$ cat src/core/phy_id_an_pkg.sv
// constants for the identifier and advertisement register bank
package phy_id_an_pkg;
    localparam logic [4:0] reg_basic_status_addr = 5'h01;
    localparam logic [4:0] reg_identifier_high_addr = 5'h02;
    localparam logic [4:0] reg_identifier_low_addr = 5'h03;
    localparam logic [4:0] reg_advertisement_addr = 5'h04;
    // advertisement and status field positions
    localparam int adv_next_page_bit = 15;
    localparam int adv_reserved_ieee_bit = 14;
    localparam int adv_remote_fault_bit = 13;
    localparam int adv_reserved_future_bit = 12;
    localparam int adv_asym_pause_bit = 11;
    localparam int adv_sym_pause_bit = 10;
    localparam int adv_four_pair_bit = 9;
    localparam int adv_fast_fd_bit = 8;
    localparam int adv_fast_bit = 7;
    localparam int adv_ten_fd_bit = 6;
    localparam int adv_ten_bit = 5;
    localparam int adv_selector_lsb = 0;
    localparam int status_an_complete_bit = 5;
    // reset values
    localparam logic [4:0] selector_reset = 5'h01;
    localparam logic [15:0] read_zero = 16'h0000;
endpackage

$ cat src/core/phy_id_an_advert_regs.sv
// identifier and local auto-negotiation advertisement registers
`timescale 1ns/1ns
// Overview of operation
// - two read-only registers form a 32-bit identifier of org id, model, revision
// - a parameter can force all 32 identifier bits to read zero
// - first identifier register shows org id bits 3..18 in bits 15..0
// - second identifier register shows org id bits 19..24 in bits 15..10
// - six-bit model number in bits 9..4, msb at bit 9
// - four-bit revision in bits 3..0, msb at bit 3
// - bit 15 next page request, read/write, resets to 0
// - bit 14 ignores writes reads 0; bit 12 reserved reads 0
// - bit 13 remote fault advertise, read/write, resets to 0
// - bits 11 and 10 asymmetric and symmetric pause, read/write, reset 0
// - bit 9 four-pair ability fixed at 0
// - bits 8,7,6 read/write, reset from straps
// - bit 5 strap-reset read/write; bits 4..0 selector reset 00001
// - status bit 5 reads 1 once negotiation has completed
module phy_id_an_advert_regs
    import phy_id_an_pkg::*;
#(
    parameter logic identity_zero = 1'b0,         // forces identifier to zero
    parameter logic [21:0] org_id = 22'h15a5a5,   // arbitrary value, org id bits 3..24
    parameter logic [5:0] model_number = 6'h2a,   // arbitrary value
    parameter logic [3:0] revision = 4'h5         // arbitrary value
) (
    input wire logic clk,
    input wire logic rstn,
    input wire logic [4:0] reg_addr,
    input wire logic reg_write,
    input wire logic reg_read,
    input wire logic [15:0] reg_wdata,
    output logic [15:0] reg_rdata,
    output logic reg_rvalid,
    input wire logic strap_fast_fd,
    input wire logic strap_fast,
    input wire logic strap_ten_fd,
    input wire logic strap_ten,
    input wire logic an_complete,
    output logic next_page_request,
    output logic remote_fault_advertise,
    output logic asymmetric_pause_advertise,
    output logic symmetric_pause_advertise,
    output logic fast_full_duplex_ability,
    output logic fast_ability,
    output logic ten_meg_full_duplex_ability,
    output logic ten_meg_ability,
    output logic [4:0] selector
);

    // synchroniser stages for the strap and completion pins
    logic [2:0] strap_meta_reg;
    logic [2:0] strap_sync_reg;
    logic strap10_meta_reg;
    logic strap10_sync_reg;
    logic an_meta_reg;
    logic an_sync_reg;

    // strap load strobe, high for the first cycle after reset release
    logic load_reg;

    // host write decode for the advertisement word
    logic adv_write_hit;

    // read images of the mapped registers
    logic [15:0] identifier_high;
    logic [15:0] identifier_low_model_rev;
    logic [15:0] autoneg_local_advertisement;
    logic [15:0] basic_status_register;

    // read mux result, captured on a read strobe
    logic [15:0] rdata_next;

    // strap pins pass two flip-flops before use
    always_ff @(posedge clk) begin
        strap_meta_reg <= {strap_fast_fd, strap_fast, strap_ten_fd};
        strap_sync_reg <= strap_meta_reg;
        strap10_meta_reg <= strap_ten;
        strap10_sync_reg <= strap10_meta_reg;
    end

    // completion pin passes two flip-flops before use
    always_ff @(posedge clk) begin
        an_meta_reg <= an_complete;
        an_sync_reg <= an_meta_reg;
    end

    // one-shot strap capture after reset release; straps settle during reset
    always_ff @(posedge clk) begin
        if (!rstn) begin
            load_reg <= 1'b1;
        end else begin
            load_reg <= 1'b0;
        end
    end

    // only the advertisement word takes writes; identifier writes fall through
    assign adv_write_hit = reg_write && (reg_addr == reg_advertisement_addr);

    // upper identifier word, org id bits 3..18
    assign identifier_high = identity_zero ? read_zero : org_id[21:6];

    // lower identifier word, org id bits 19..24, model, revision
    assign identifier_low_model_rev = identity_zero ? read_zero :
        {org_id[5:0], model_number, revision};

    // next page request flag
    always_ff @(posedge clk) begin
        if (!rstn) begin
            next_page_request <= 1'b0;
        end else if (adv_write_hit) begin
            next_page_request <= reg_wdata[adv_next_page_bit];
        end
    end

    // remote fault advertise flag
    always_ff @(posedge clk) begin
        if (!rstn) begin
            remote_fault_advertise <= 1'b0;
        end else if (adv_write_hit) begin
            remote_fault_advertise <= reg_wdata[adv_remote_fault_bit];
        end
    end

    // pause advertise flags for full-duplex flow control
    always_ff @(posedge clk) begin
        if (!rstn) begin
            asymmetric_pause_advertise <= 1'b0;
            symmetric_pause_advertise <= 1'b0;
        end else if (adv_write_hit) begin
            asymmetric_pause_advertise <= reg_wdata[adv_asym_pause_bit];
            symmetric_pause_advertise <= reg_wdata[adv_sym_pause_bit];
        end
    end

    // protocol selector field
    always_ff @(posedge clk) begin
        if (!rstn) begin
            selector <= selector_reset;
        end else if (adv_write_hit) begin
            selector <= reg_wdata[adv_selector_lsb +: 5];
        end
    end

    // strap-loaded duplex and fast ability bits; a write in the load cycle loses
    always_ff @(posedge clk) begin
        if (!rstn) begin
            fast_full_duplex_ability <= 1'b0;
            fast_ability <= 1'b0;
            ten_meg_full_duplex_ability <= 1'b0;
        end else if (load_reg) begin
            fast_full_duplex_ability <= strap_sync_reg[2];
            fast_ability <= strap_sync_reg[1];
            ten_meg_full_duplex_ability <= strap_sync_reg[0];
        end else if (adv_write_hit) begin
            fast_full_duplex_ability <= reg_wdata[adv_fast_fd_bit];
            fast_ability <= reg_wdata[adv_fast_bit];
            ten_meg_full_duplex_ability <= reg_wdata[adv_ten_fd_bit];
        end
    end

    // strap-loaded 10 Mb/s ability bit
    always_ff @(posedge clk) begin
        if (!rstn) begin
            ten_meg_ability <= 1'b0;
        end else if (load_reg) begin
            ten_meg_ability <= strap10_sync_reg;
        end else if (adv_write_hit) begin
            ten_meg_ability <= reg_wdata[adv_ten_bit];
        end
    end

    // advertisement read image; bits 14, 12, 9 stay zero
    always_comb begin
        autoneg_local_advertisement = read_zero;
        autoneg_local_advertisement[adv_next_page_bit] = next_page_request;
        autoneg_local_advertisement[adv_reserved_ieee_bit] = 1'b0;
        autoneg_local_advertisement[adv_remote_fault_bit] = remote_fault_advertise;
        autoneg_local_advertisement[adv_reserved_future_bit] = 1'b0;
        autoneg_local_advertisement[adv_asym_pause_bit] = asymmetric_pause_advertise;
        autoneg_local_advertisement[adv_sym_pause_bit] = symmetric_pause_advertise;
        autoneg_local_advertisement[adv_four_pair_bit] = 1'b0;
        autoneg_local_advertisement[adv_fast_fd_bit] = fast_full_duplex_ability;
        autoneg_local_advertisement[adv_fast_bit] = fast_ability;
        autoneg_local_advertisement[adv_ten_fd_bit] = ten_meg_full_duplex_ability;
        autoneg_local_advertisement[adv_ten_bit] = ten_meg_ability;
        autoneg_local_advertisement[adv_selector_lsb +: 5] = selector;
    end

    // status read image, only the completion bit is implemented
    always_comb begin
        basic_status_register = read_zero;
        basic_status_register[status_an_complete_bit] = an_sync_reg;
    end

    // read mux, unmapped reads zero
    always_comb begin
        case (reg_addr)
            reg_basic_status_addr: rdata_next = basic_status_register;
            reg_identifier_high_addr: rdata_next = identifier_high;
            reg_identifier_low_addr: rdata_next = identifier_low_model_rev;
            reg_advertisement_addr: rdata_next = autoneg_local_advertisement;
            default: rdata_next = read_zero;
        endcase
    end

    // read answer strobe, one cycle after the read
    always_ff @(posedge clk) begin
        if (!rstn) begin
            reg_rvalid <= 1'b0;
        end else begin
            reg_rvalid <= reg_read;
        end
    end

    // read data, held until the next read
    always_ff @(posedge clk) begin
        if (!rstn) begin
            reg_rdata <= read_zero;
        end else if (reg_read) begin
            reg_rdata <= rdata_next;
        end
    end
endmodule // phy_id_an_advert_regs

$ cat config.mk
export PLATFORM = sky130hd
export DESIGN_NAME = phy_id_an_advert_regs
export DESIGN_NICKNAME = d
export VERILOG_FILES = /design/src/core/phy_id_an_pkg.sv /design/src/core/phy_id_an_advert_regs.sv
export SDC_FILE = /design/constraint.sdc
export NUM_CORES = 1
export LEC_CHECK = 0
export ABC_AREA = 1
export ABC_CLOCK_PERIOD_IN_PS = 1400
export BUFFER_PORTS_ARGS = -buffer_cell sky130_fd_sc_hd__buf_2
export CAP_MARGIN = 15
export CORE_AREA = 2 2 60 62
export CTS_CLUSTER_DIAMETER = 50
export DETAILED_ROUTE_END_ITERATION = 10
export DIE_AREA = 0 0 62 64
export GPL_TIMING_DRIVEN = 0
export PLACE_DENSITY_LB_ADDON = 0.2
export SLEW_MARGIN = 20
export SYNTH_ARGS = -nofsm -noshare
export SYNTH_HDL_FRONTEND = slang
export SYNTH_SLANG_ARGS = --single-unit
$ cat constraint.sdc
create_clock -name clk -period 1.4 [get_ports clk]
set_input_delay 0.14 -clock clk [delete_from_list [all_inputs] [get_ports clk]]
set_output_delay 0.14 -clock clk [all_outputs]
set_load 0.01 [all_outputs]
==> impl_metrics.env, run 1 <==
export IMPL_yosys_warnings=0
export IMPL_synthToLayoutAreaGrowth_pct=31.1
export IMPL_via_count=1326
export IMPL_grt_max_degree=12
export IMPL_cts_resized=0
export IMPL_routed_wl_mm=3.10
export IMPL_first_global_vias=1213
export IMPL_routedWlPerCell_um=10.6
export IMPL_core_area_um2=3280
export IMPL_path_class="reg2out"
export IMPL_fin_area_um2=1870
export IMPL_cap_viol_max_count=0
export IMPL_gr_total_overflow=0
export IMPL_syn_nets=206
export IMPL_grt_first_pass_wirelength_mm=5.14
export IMPL_finClkSkew_ns=0.0108
export IMPL_dr_pass1_iters=4
export IMPL_netSwitchingPower_uw=460
export IMPL_clock_power_share_pct=27.1
export IMPL_pwr_share_seq_pct=62.7
export IMPL_power_density_nw_per_um2=1020
export IMPL_fin_crit_sh_pct=75.8
export IMPL_top_register="reg_rdata"
export IMPL_p_int_mw=1.45
export IMPL_syn_area_um2=1430
export IMPL_cp_start_kind="flip-flop"
export IMPL_boundaryPins=60
export IMPL_die_w_um=62
export IMPL_post_cts_setup_buffers=0
export IMPL_antenna_cells=0
export IMPL_gp_congestion=0.759
export IMPL_fmax_mhz=943
export IMPL_yosysUniqueCellTypes=21
export IMPL_hold_viol=0
export IMPL_tightest_slew_ns=0.469
export IMPL_grt_usage_pct=17.6
export IMPL_reg_largest_list="reg_rdata (15), selector (5)"
export IMPL_cp_arrival_ns=0.92
export IMPL_numPortBuffers=56
export IMPL_final_common_cell="nand2_1"
export IMPL_root_buffer="clkbuf_4"
export IMPL_cp_required_ns=1.26
export IMPL_cts_reportedPaths_clkPinSlew_ns=0.11
export IMPL_start_util_pct=43.4
export IMPL_hold_path_class="in2reg"
export IMPL_switching_share_pct=24.1
export IMPL_mostFrequentLayoutCells="nand2_1 (62), buf_2 (57), dfxtp_1 (40), a21oi_1 (26), nand3_1 (11)"
export IMPL_fp_row_count=21
export IMPL_vias_per_cell=4.56
export IMPL_status="complete, no violations"
export IMPL_largest_register_ffs=15
export IMPL_cts_tree="done"
export IMPL_antenna_found_initial=0
export IMPL_end_kind="primary output"
export IMPL_hold_ws_ns=0.0349
export IMPL_die_y_um=64
export IMPL_cp_slowest_cell="dfxtp_1"
export IMPL_final_core_util_pct=57.0
export IMPL_fin_crit_ns=1.06
export IMPL_worstPathCellList="buf_4 > buf_2"
export IMPL_max_vdd_ir_drop_mv=0.710
export IMPL_drc=0
export IMPL_max_slew_margin_pct=68.7
export IMPL_path_delay_family="flip-flops"
export IMPL_placed_area_um2=1760
export IMPL_power_leakage_nw=0.888
export IMPL_crit_buf_inv=2
export IMPL_max_stage_delay_ns=0.33
export IMPL_yosysSeqAreaShare_pct=56.1
export IMPL_ant_nets=0
export IMPL_fp_dieArea_um2=3970
export IMPL_combinationalPowerShare_pct=10.2
export IMPL_avgSynthCellArea_um2=8.10
export IMPL_syn_inst=176
export IMPL_worstSkewPairLatency_ns=0.34
export IMPL_final_layout_size_suffix_gt1_share_pct=29.0
export IMPL_nets=275
export IMPL_h_tree_depth=2
export IMPL_cts_sinks=40
export IMPL_setup_tns_final_ns=0
export IMPL_setup_viol=0
export IMPL_rsz0062_at_grt="no"
export IMPL_synth_seq_cells=40
export IMPL_cts_buffers=5
export IMPL_clock_path_buffers=2
export IMPL_crit_path_max_fanout=3
export IMPL_drt_initial_drc_count=94
export IMPL_hpwl_mm=2.30
export IMPL_maxSlewViolCount=0
==> cell type report <==
class	count	area (µm²)
Multi-Input combinational cell	120	552
Timing Repair Buffer	62	340
Sequential cell	40	801
Clock buffer	6	41.3
Fill cell	332	1410
Inverter	9	35.0
Tap cell	46	57.6
Buffer	7	38.8
Clock inverter	1	5.00
==> worst min-delay path, stage by stage <==
cell and delay [ns]:
buf_2 0.09, nand2_1 0.05, a21oi_1 0.05
==> logic make-up after synthesis <==
family          share of synthesized area (%)
simple gates                             26.4
flops                                    56.1
compound gates                           12.3
buf+inv                                  5.17
==> what timing repair did <==
item / in CTS / in global routing
hold buffers: 6 / 0
hold endpoints to repair: 6 / 0
setup endpoints to repair: 0 / 0
==> metal layers <==
layer / track usage [%] / up-vias / part of all wire [%] / wire [µm]
met1: 23.4 / 554 / 48 / 1480
met2: 25.0 / 50 / 42 / 1300
met4: 7.18 / 0 / 1.6 / 51
met5: 0 / - / 0 / 0
met3: 6.88 / 6 / 8.2 / 254
li1: - / 716 / - / -
==> cell usage after synthesis <==
cell type | count | area [µm²]
clkinv_1 | 2 | 7.51
buf_4 | 1 | 7.51
nor2_4 | 1 | 11.3
nand4_1 | 2 | 12.5
o21ai_0 | 9 | 45.0
nand2_2 | 1 | 6.26
dfxtp_1 | 40 | 801
nand2_1 | 62 | 233
a21oi_1 | 26 | 130
clkbuf_1 | 3 | 11.3
nor2_1 | 5 | 18.8
clkinv_2 | 1 | 5.00
nor3_4 | 1 | 16.3
and3_1 | 1 | 6.26
inv_2 | 1 | 3.75
buf_2 | 1 | 5.00
buf_1 | 1 | 3.75
buf_6 | 1 | 11.3
inv_1 | 5 | 18.8
nand3_1 | 11 | 55.1
nand3_4 | 1 | 17.5
==> power groups by stage <==
stage	logic, mW	clock network, mW	registers [mW]
5_1_grt	0.222	0.606	1.21
4_1_cts	0.197	0.547	1.20
3_5_place_dp	0.184	0	1.23
3_3_place_gp	0.183	0	1.22
2_1_floorplan	0.0818	0	1.24
6_report	0.195	0.517	1.20
==> path summary, 6_finish.rpt <==
| kind | start | endpoint | slack (ns) | depth (start not counted) |
|---|---|---|---|---|
| worst min register to register | strap10_meta_reg$_DFF_P_ | strap10_sync_reg$_DFF_P_ | 0.33 | 0 |
| worst max register to register | load_reg$_DFF_P_ | fast_ability$_SDFFE_PN0P_ | 0.35 | 4 |
| worst max-delay path | reg_rdata[12]$_SDFFE_PN0P_ | reg_rdata[12] | 0.34 | 2 |
| worst min-delay path | reg_wdata[11] | asymmetric_pause_advertise$_SDFFE_PN0P_ | 0.03 | 3 |
==> per-stage QoR <==
stage               power [mW]  instances  setup slack (ns)
floorplan                 1.32        176             0.461
global placement          1.41        278             0.214
detailed placement        1.41        278             0.205
CTS                       1.94        291             0.315
global route              2.03        291             0.237
finish                    1.91        291             0.339
Power figures use the tool's default switching activity.
==> inputs of run 2 (changes only) <==
Settings changed: ABC_CLOCK_PERIOD_IN_PS 1400 to 900, CORE_AREA 2 2 60 62 to 2 2 62 64, DIE_AREA 0 0 62 64 to 0 0 64 66.
Clock period 1.4 ns to 0.9 ns, I/O delays scaled along.
==> run 2 against run 1 <==
The flow now finishes with violations (negative setup slack); worst setup slack worse by 0.44 ns; power is 64% higher; flip-flop and latch count stayed put; highest routed layer unchanged; clock skew is 0.0083 ns higher; combinational power is 110% higher.
==> impl_metrics.env, run 2 (synthesis results as in run 1) <==
export IMPL_status="finished with violations"
export IMPL_fmax_mhz=997
export IMPL_antenna_found_initial=0
export IMPL_fillerInstances=310
export IMPL_multi_input_area_um2=561
export IMPL_fin_crit_ns=1.00
export IMPL_cp_start_kind="flip-flop"
export IMPL_hpwl_mm=2.44
export IMPL_drt_initial_drc_count=66
export IMPL_max_stage_delay_ns=0.35
export IMPL_h_tree_depth=2
export IMPL_worstPathCellList="buf_6 > buf_6"
export IMPL_grt_max_degree=12
export IMPL_fin_area_um2=2290
export IMPL_cts_buffers=5
export IMPL_worst_slack_ns=-0.103
export IMPL_finClkSkew_ns=0.0191
export IMPL_mostFrequentLayoutCells="nand2_1 (62), buf_6 (31), buf_2 (29), dfxtp_2 (28), a21oi_1 (25)"
export IMPL_nets=296
export IMPL_gr_total_overflow=0
export IMPL_synthToLayoutAreaGrowth_pct=60.3
export IMPL_hold_viol=0
export IMPL_ant_nets=0
export IMPL_crit_path_max_fanout=3
export IMPL_root_buffer="clkbuf_4"
export IMPL_numPortBuffers=56
export IMPL_route_met2_wl_mm=1.84
export IMPL_max_vdd_ir_drop_mv=0.822
export IMPL_cts_sinks=40
export IMPL_largest_register_ffs=15
export IMPL_maxSlewViolCount=0
export IMPL_grt_usage_pct=19.3
export IMPL_regToRegSetupSlack_ns=-0.01
export IMPL_reg2reg_to="reg_rdata[5]$_SDFFE_PN0P_"
export IMPL_failed_checks="negative setup slack"
export IMPL_path_class="reg2out"
export IMPL_hold_path_class="in2reg"
export IMPL_antenna_cells=0
export IMPL_cts_tree="done"
export IMPL_clock_path_buffers=2
export IMPL_first_global_vias=1352
export IMPL_routed_wl_mm=3.76
export IMPL_final_layout_size_suffix_gt1_share_pct=43.2
export IMPL_top_register="reg_rdata"
export IMPL_placed_area_um2=1770
export IMPL_boundaryPins=60
export IMPL_setup_tns_final_ns=-0.285
export IMPL_worstSkewPairLatency_ns=0.36
export IMPL_wl_met1_mm=1.68
export IMPL_seq_area_um2=840
export IMPL_end_kind="primary output"
export IMPL_die_w_um=64
export IMPL_cp_required_ns=0.81
export IMPL_routedWlPerCell_um=12.0
export IMPL_power_density_nw_per_um2=1370
export IMPL_start_util_pct=40.2
export IMPL_dr_pass1_iters=4
export IMPL_r2r_start="ten_meg_ability$_SDFFE_PN0P_"
export IMPL_tightest_slew_ns=0.513
export IMPL_drc=0
export IMPL_crit_buf_inv=2
export IMPL_cp_slowest_cell="dfxtp_2"
export IMPL_core_area_um2=3550
export IMPL_gp_congestion=0.754
export IMPL_cp_arrival_ns=0.91
export IMPL_dp_cells=280
export IMPL_dp_slack_ns=-0.231
export IMPL_maxUsedRoutingLayer="met4"
export IMPL_dr_wl_met3_um=191
export IMPL_worstHoldStart="reg_wdata[5]"
export IMPL_finalNonFillerCells=314
export IMPL_fp_dieArea_um2=4220
export IMPL_path_delay_family="flip-flops"
export IMPL_rsz0062_at_grt="yes"
export IMPL_vias_per_cell=4.59
export IMPL_setup_viol=16
export IMPL_via_count=1442
export IMPL_reg2regPathDepth=5
export IMPL_reg_largest_list="reg_rdata (15), selector (5)"
export IMPL_min_to="ten_meg_ability$_SDFFE_PN0P_"
export IMPL_fp_row_count=22
export IMPL_max_slew_margin_pct=65.8
export IMPL_grt_first_pass_wirelength_mm=6.13
export IMPL_fin_crit_sh_pct=111
export IMPL_cts_reportedPaths_clkPinSlew_ns=0.11
export IMPL_die_y_um=66
export IMPL_cap_viol_max_count=0
export IMPL_cpMostUsedCell="buf_6"
export IMPL_final_common_cell="nand2_1"
export IMPL_final_core_util_pct=64.4
export IMPL_power_leakage_nw=1.03
export IMPL_hold_path_cell_count=5
==> run 2: worst max path at each step <==
stage / from / endpoint / slack, ns / depth (start not counted)
after floorplan: reg_addr[0] / fast_full_duplex_ability$_SDFFE_PN0P_ / 0.01 / 5
after global placement: reg_addr[0] / fast_full_duplex_ability$_SDFFE_PN0P_ / -0.22 / 6
after detailed placement: reg_addr[0] / fast_full_duplex_ability$_SDFFE_PN0P_ / -0.23 / 6
after CTS: reg_rdata[12]$_SDFFE_PN0P_ / reg_rdata[12] / -0.11 / 2
after global routing: reg_rdata[12]$_SDFFE_PN0P_ / reg_rdata[12] / -0.15 / 2
final: reg_rdata[12]$_SDFFE_PN0P_ / reg_rdata[12] / -0.10 / 2
==> run 2: where the power goes <==
part	internal (mW)	switching, mW	total (mW)
registers	1.84	0.0372	1.88
clock network	0.288	0.563	0.851
logic	0.218	0.192	0.410
==> run 2: tightest hold or removal path, cell delays in order <==
cell     delay, ns
buf_2         0.10
nand2_1       0.05
nand2_1       0.04
nand2_1       0.05
a21oi_1       0.05
==> run 2: final cells by class <==
class / instances / share of cell area, %
clock buffers: 6 / 1.81
well taps: 48 / 2.63
multi-input cells: 120 / 24.5
flip-flops and latches: 40 / 36.7
inverters: 9 / 1.64
plain buffers: 7 / 1.86
clock inverters: 1 / 0.219
repair buffers: 83 / 30.6
==> run 2: repair_timing <==
item                                   in CTS  in global routing
buffers inserted                           11                  1
pin swaps                                   0                  2
endpoints found under the hold margin      15                  0
setup endpoints to repair                  33                 37
gates resized for setup                    58                  5
hold buffers                               15                  0
==> run 2: per-layer routing <==
layer	up-vias	GRT usage, %
li1	745	-
met1	653	22.2
met2	38	33.3
met3	6	6.30
met4	0	6.79
met5	-	0
==> run 2: through the flow <==
step	total power [mW]	hold slack, ns
global placement	2.19	0.192
global route	3.30	0.0622
finish	3.14	0.0627
detailed placement	2.20	0.194
floorplan	2.05	0.118
CTS	3.15	0.0612
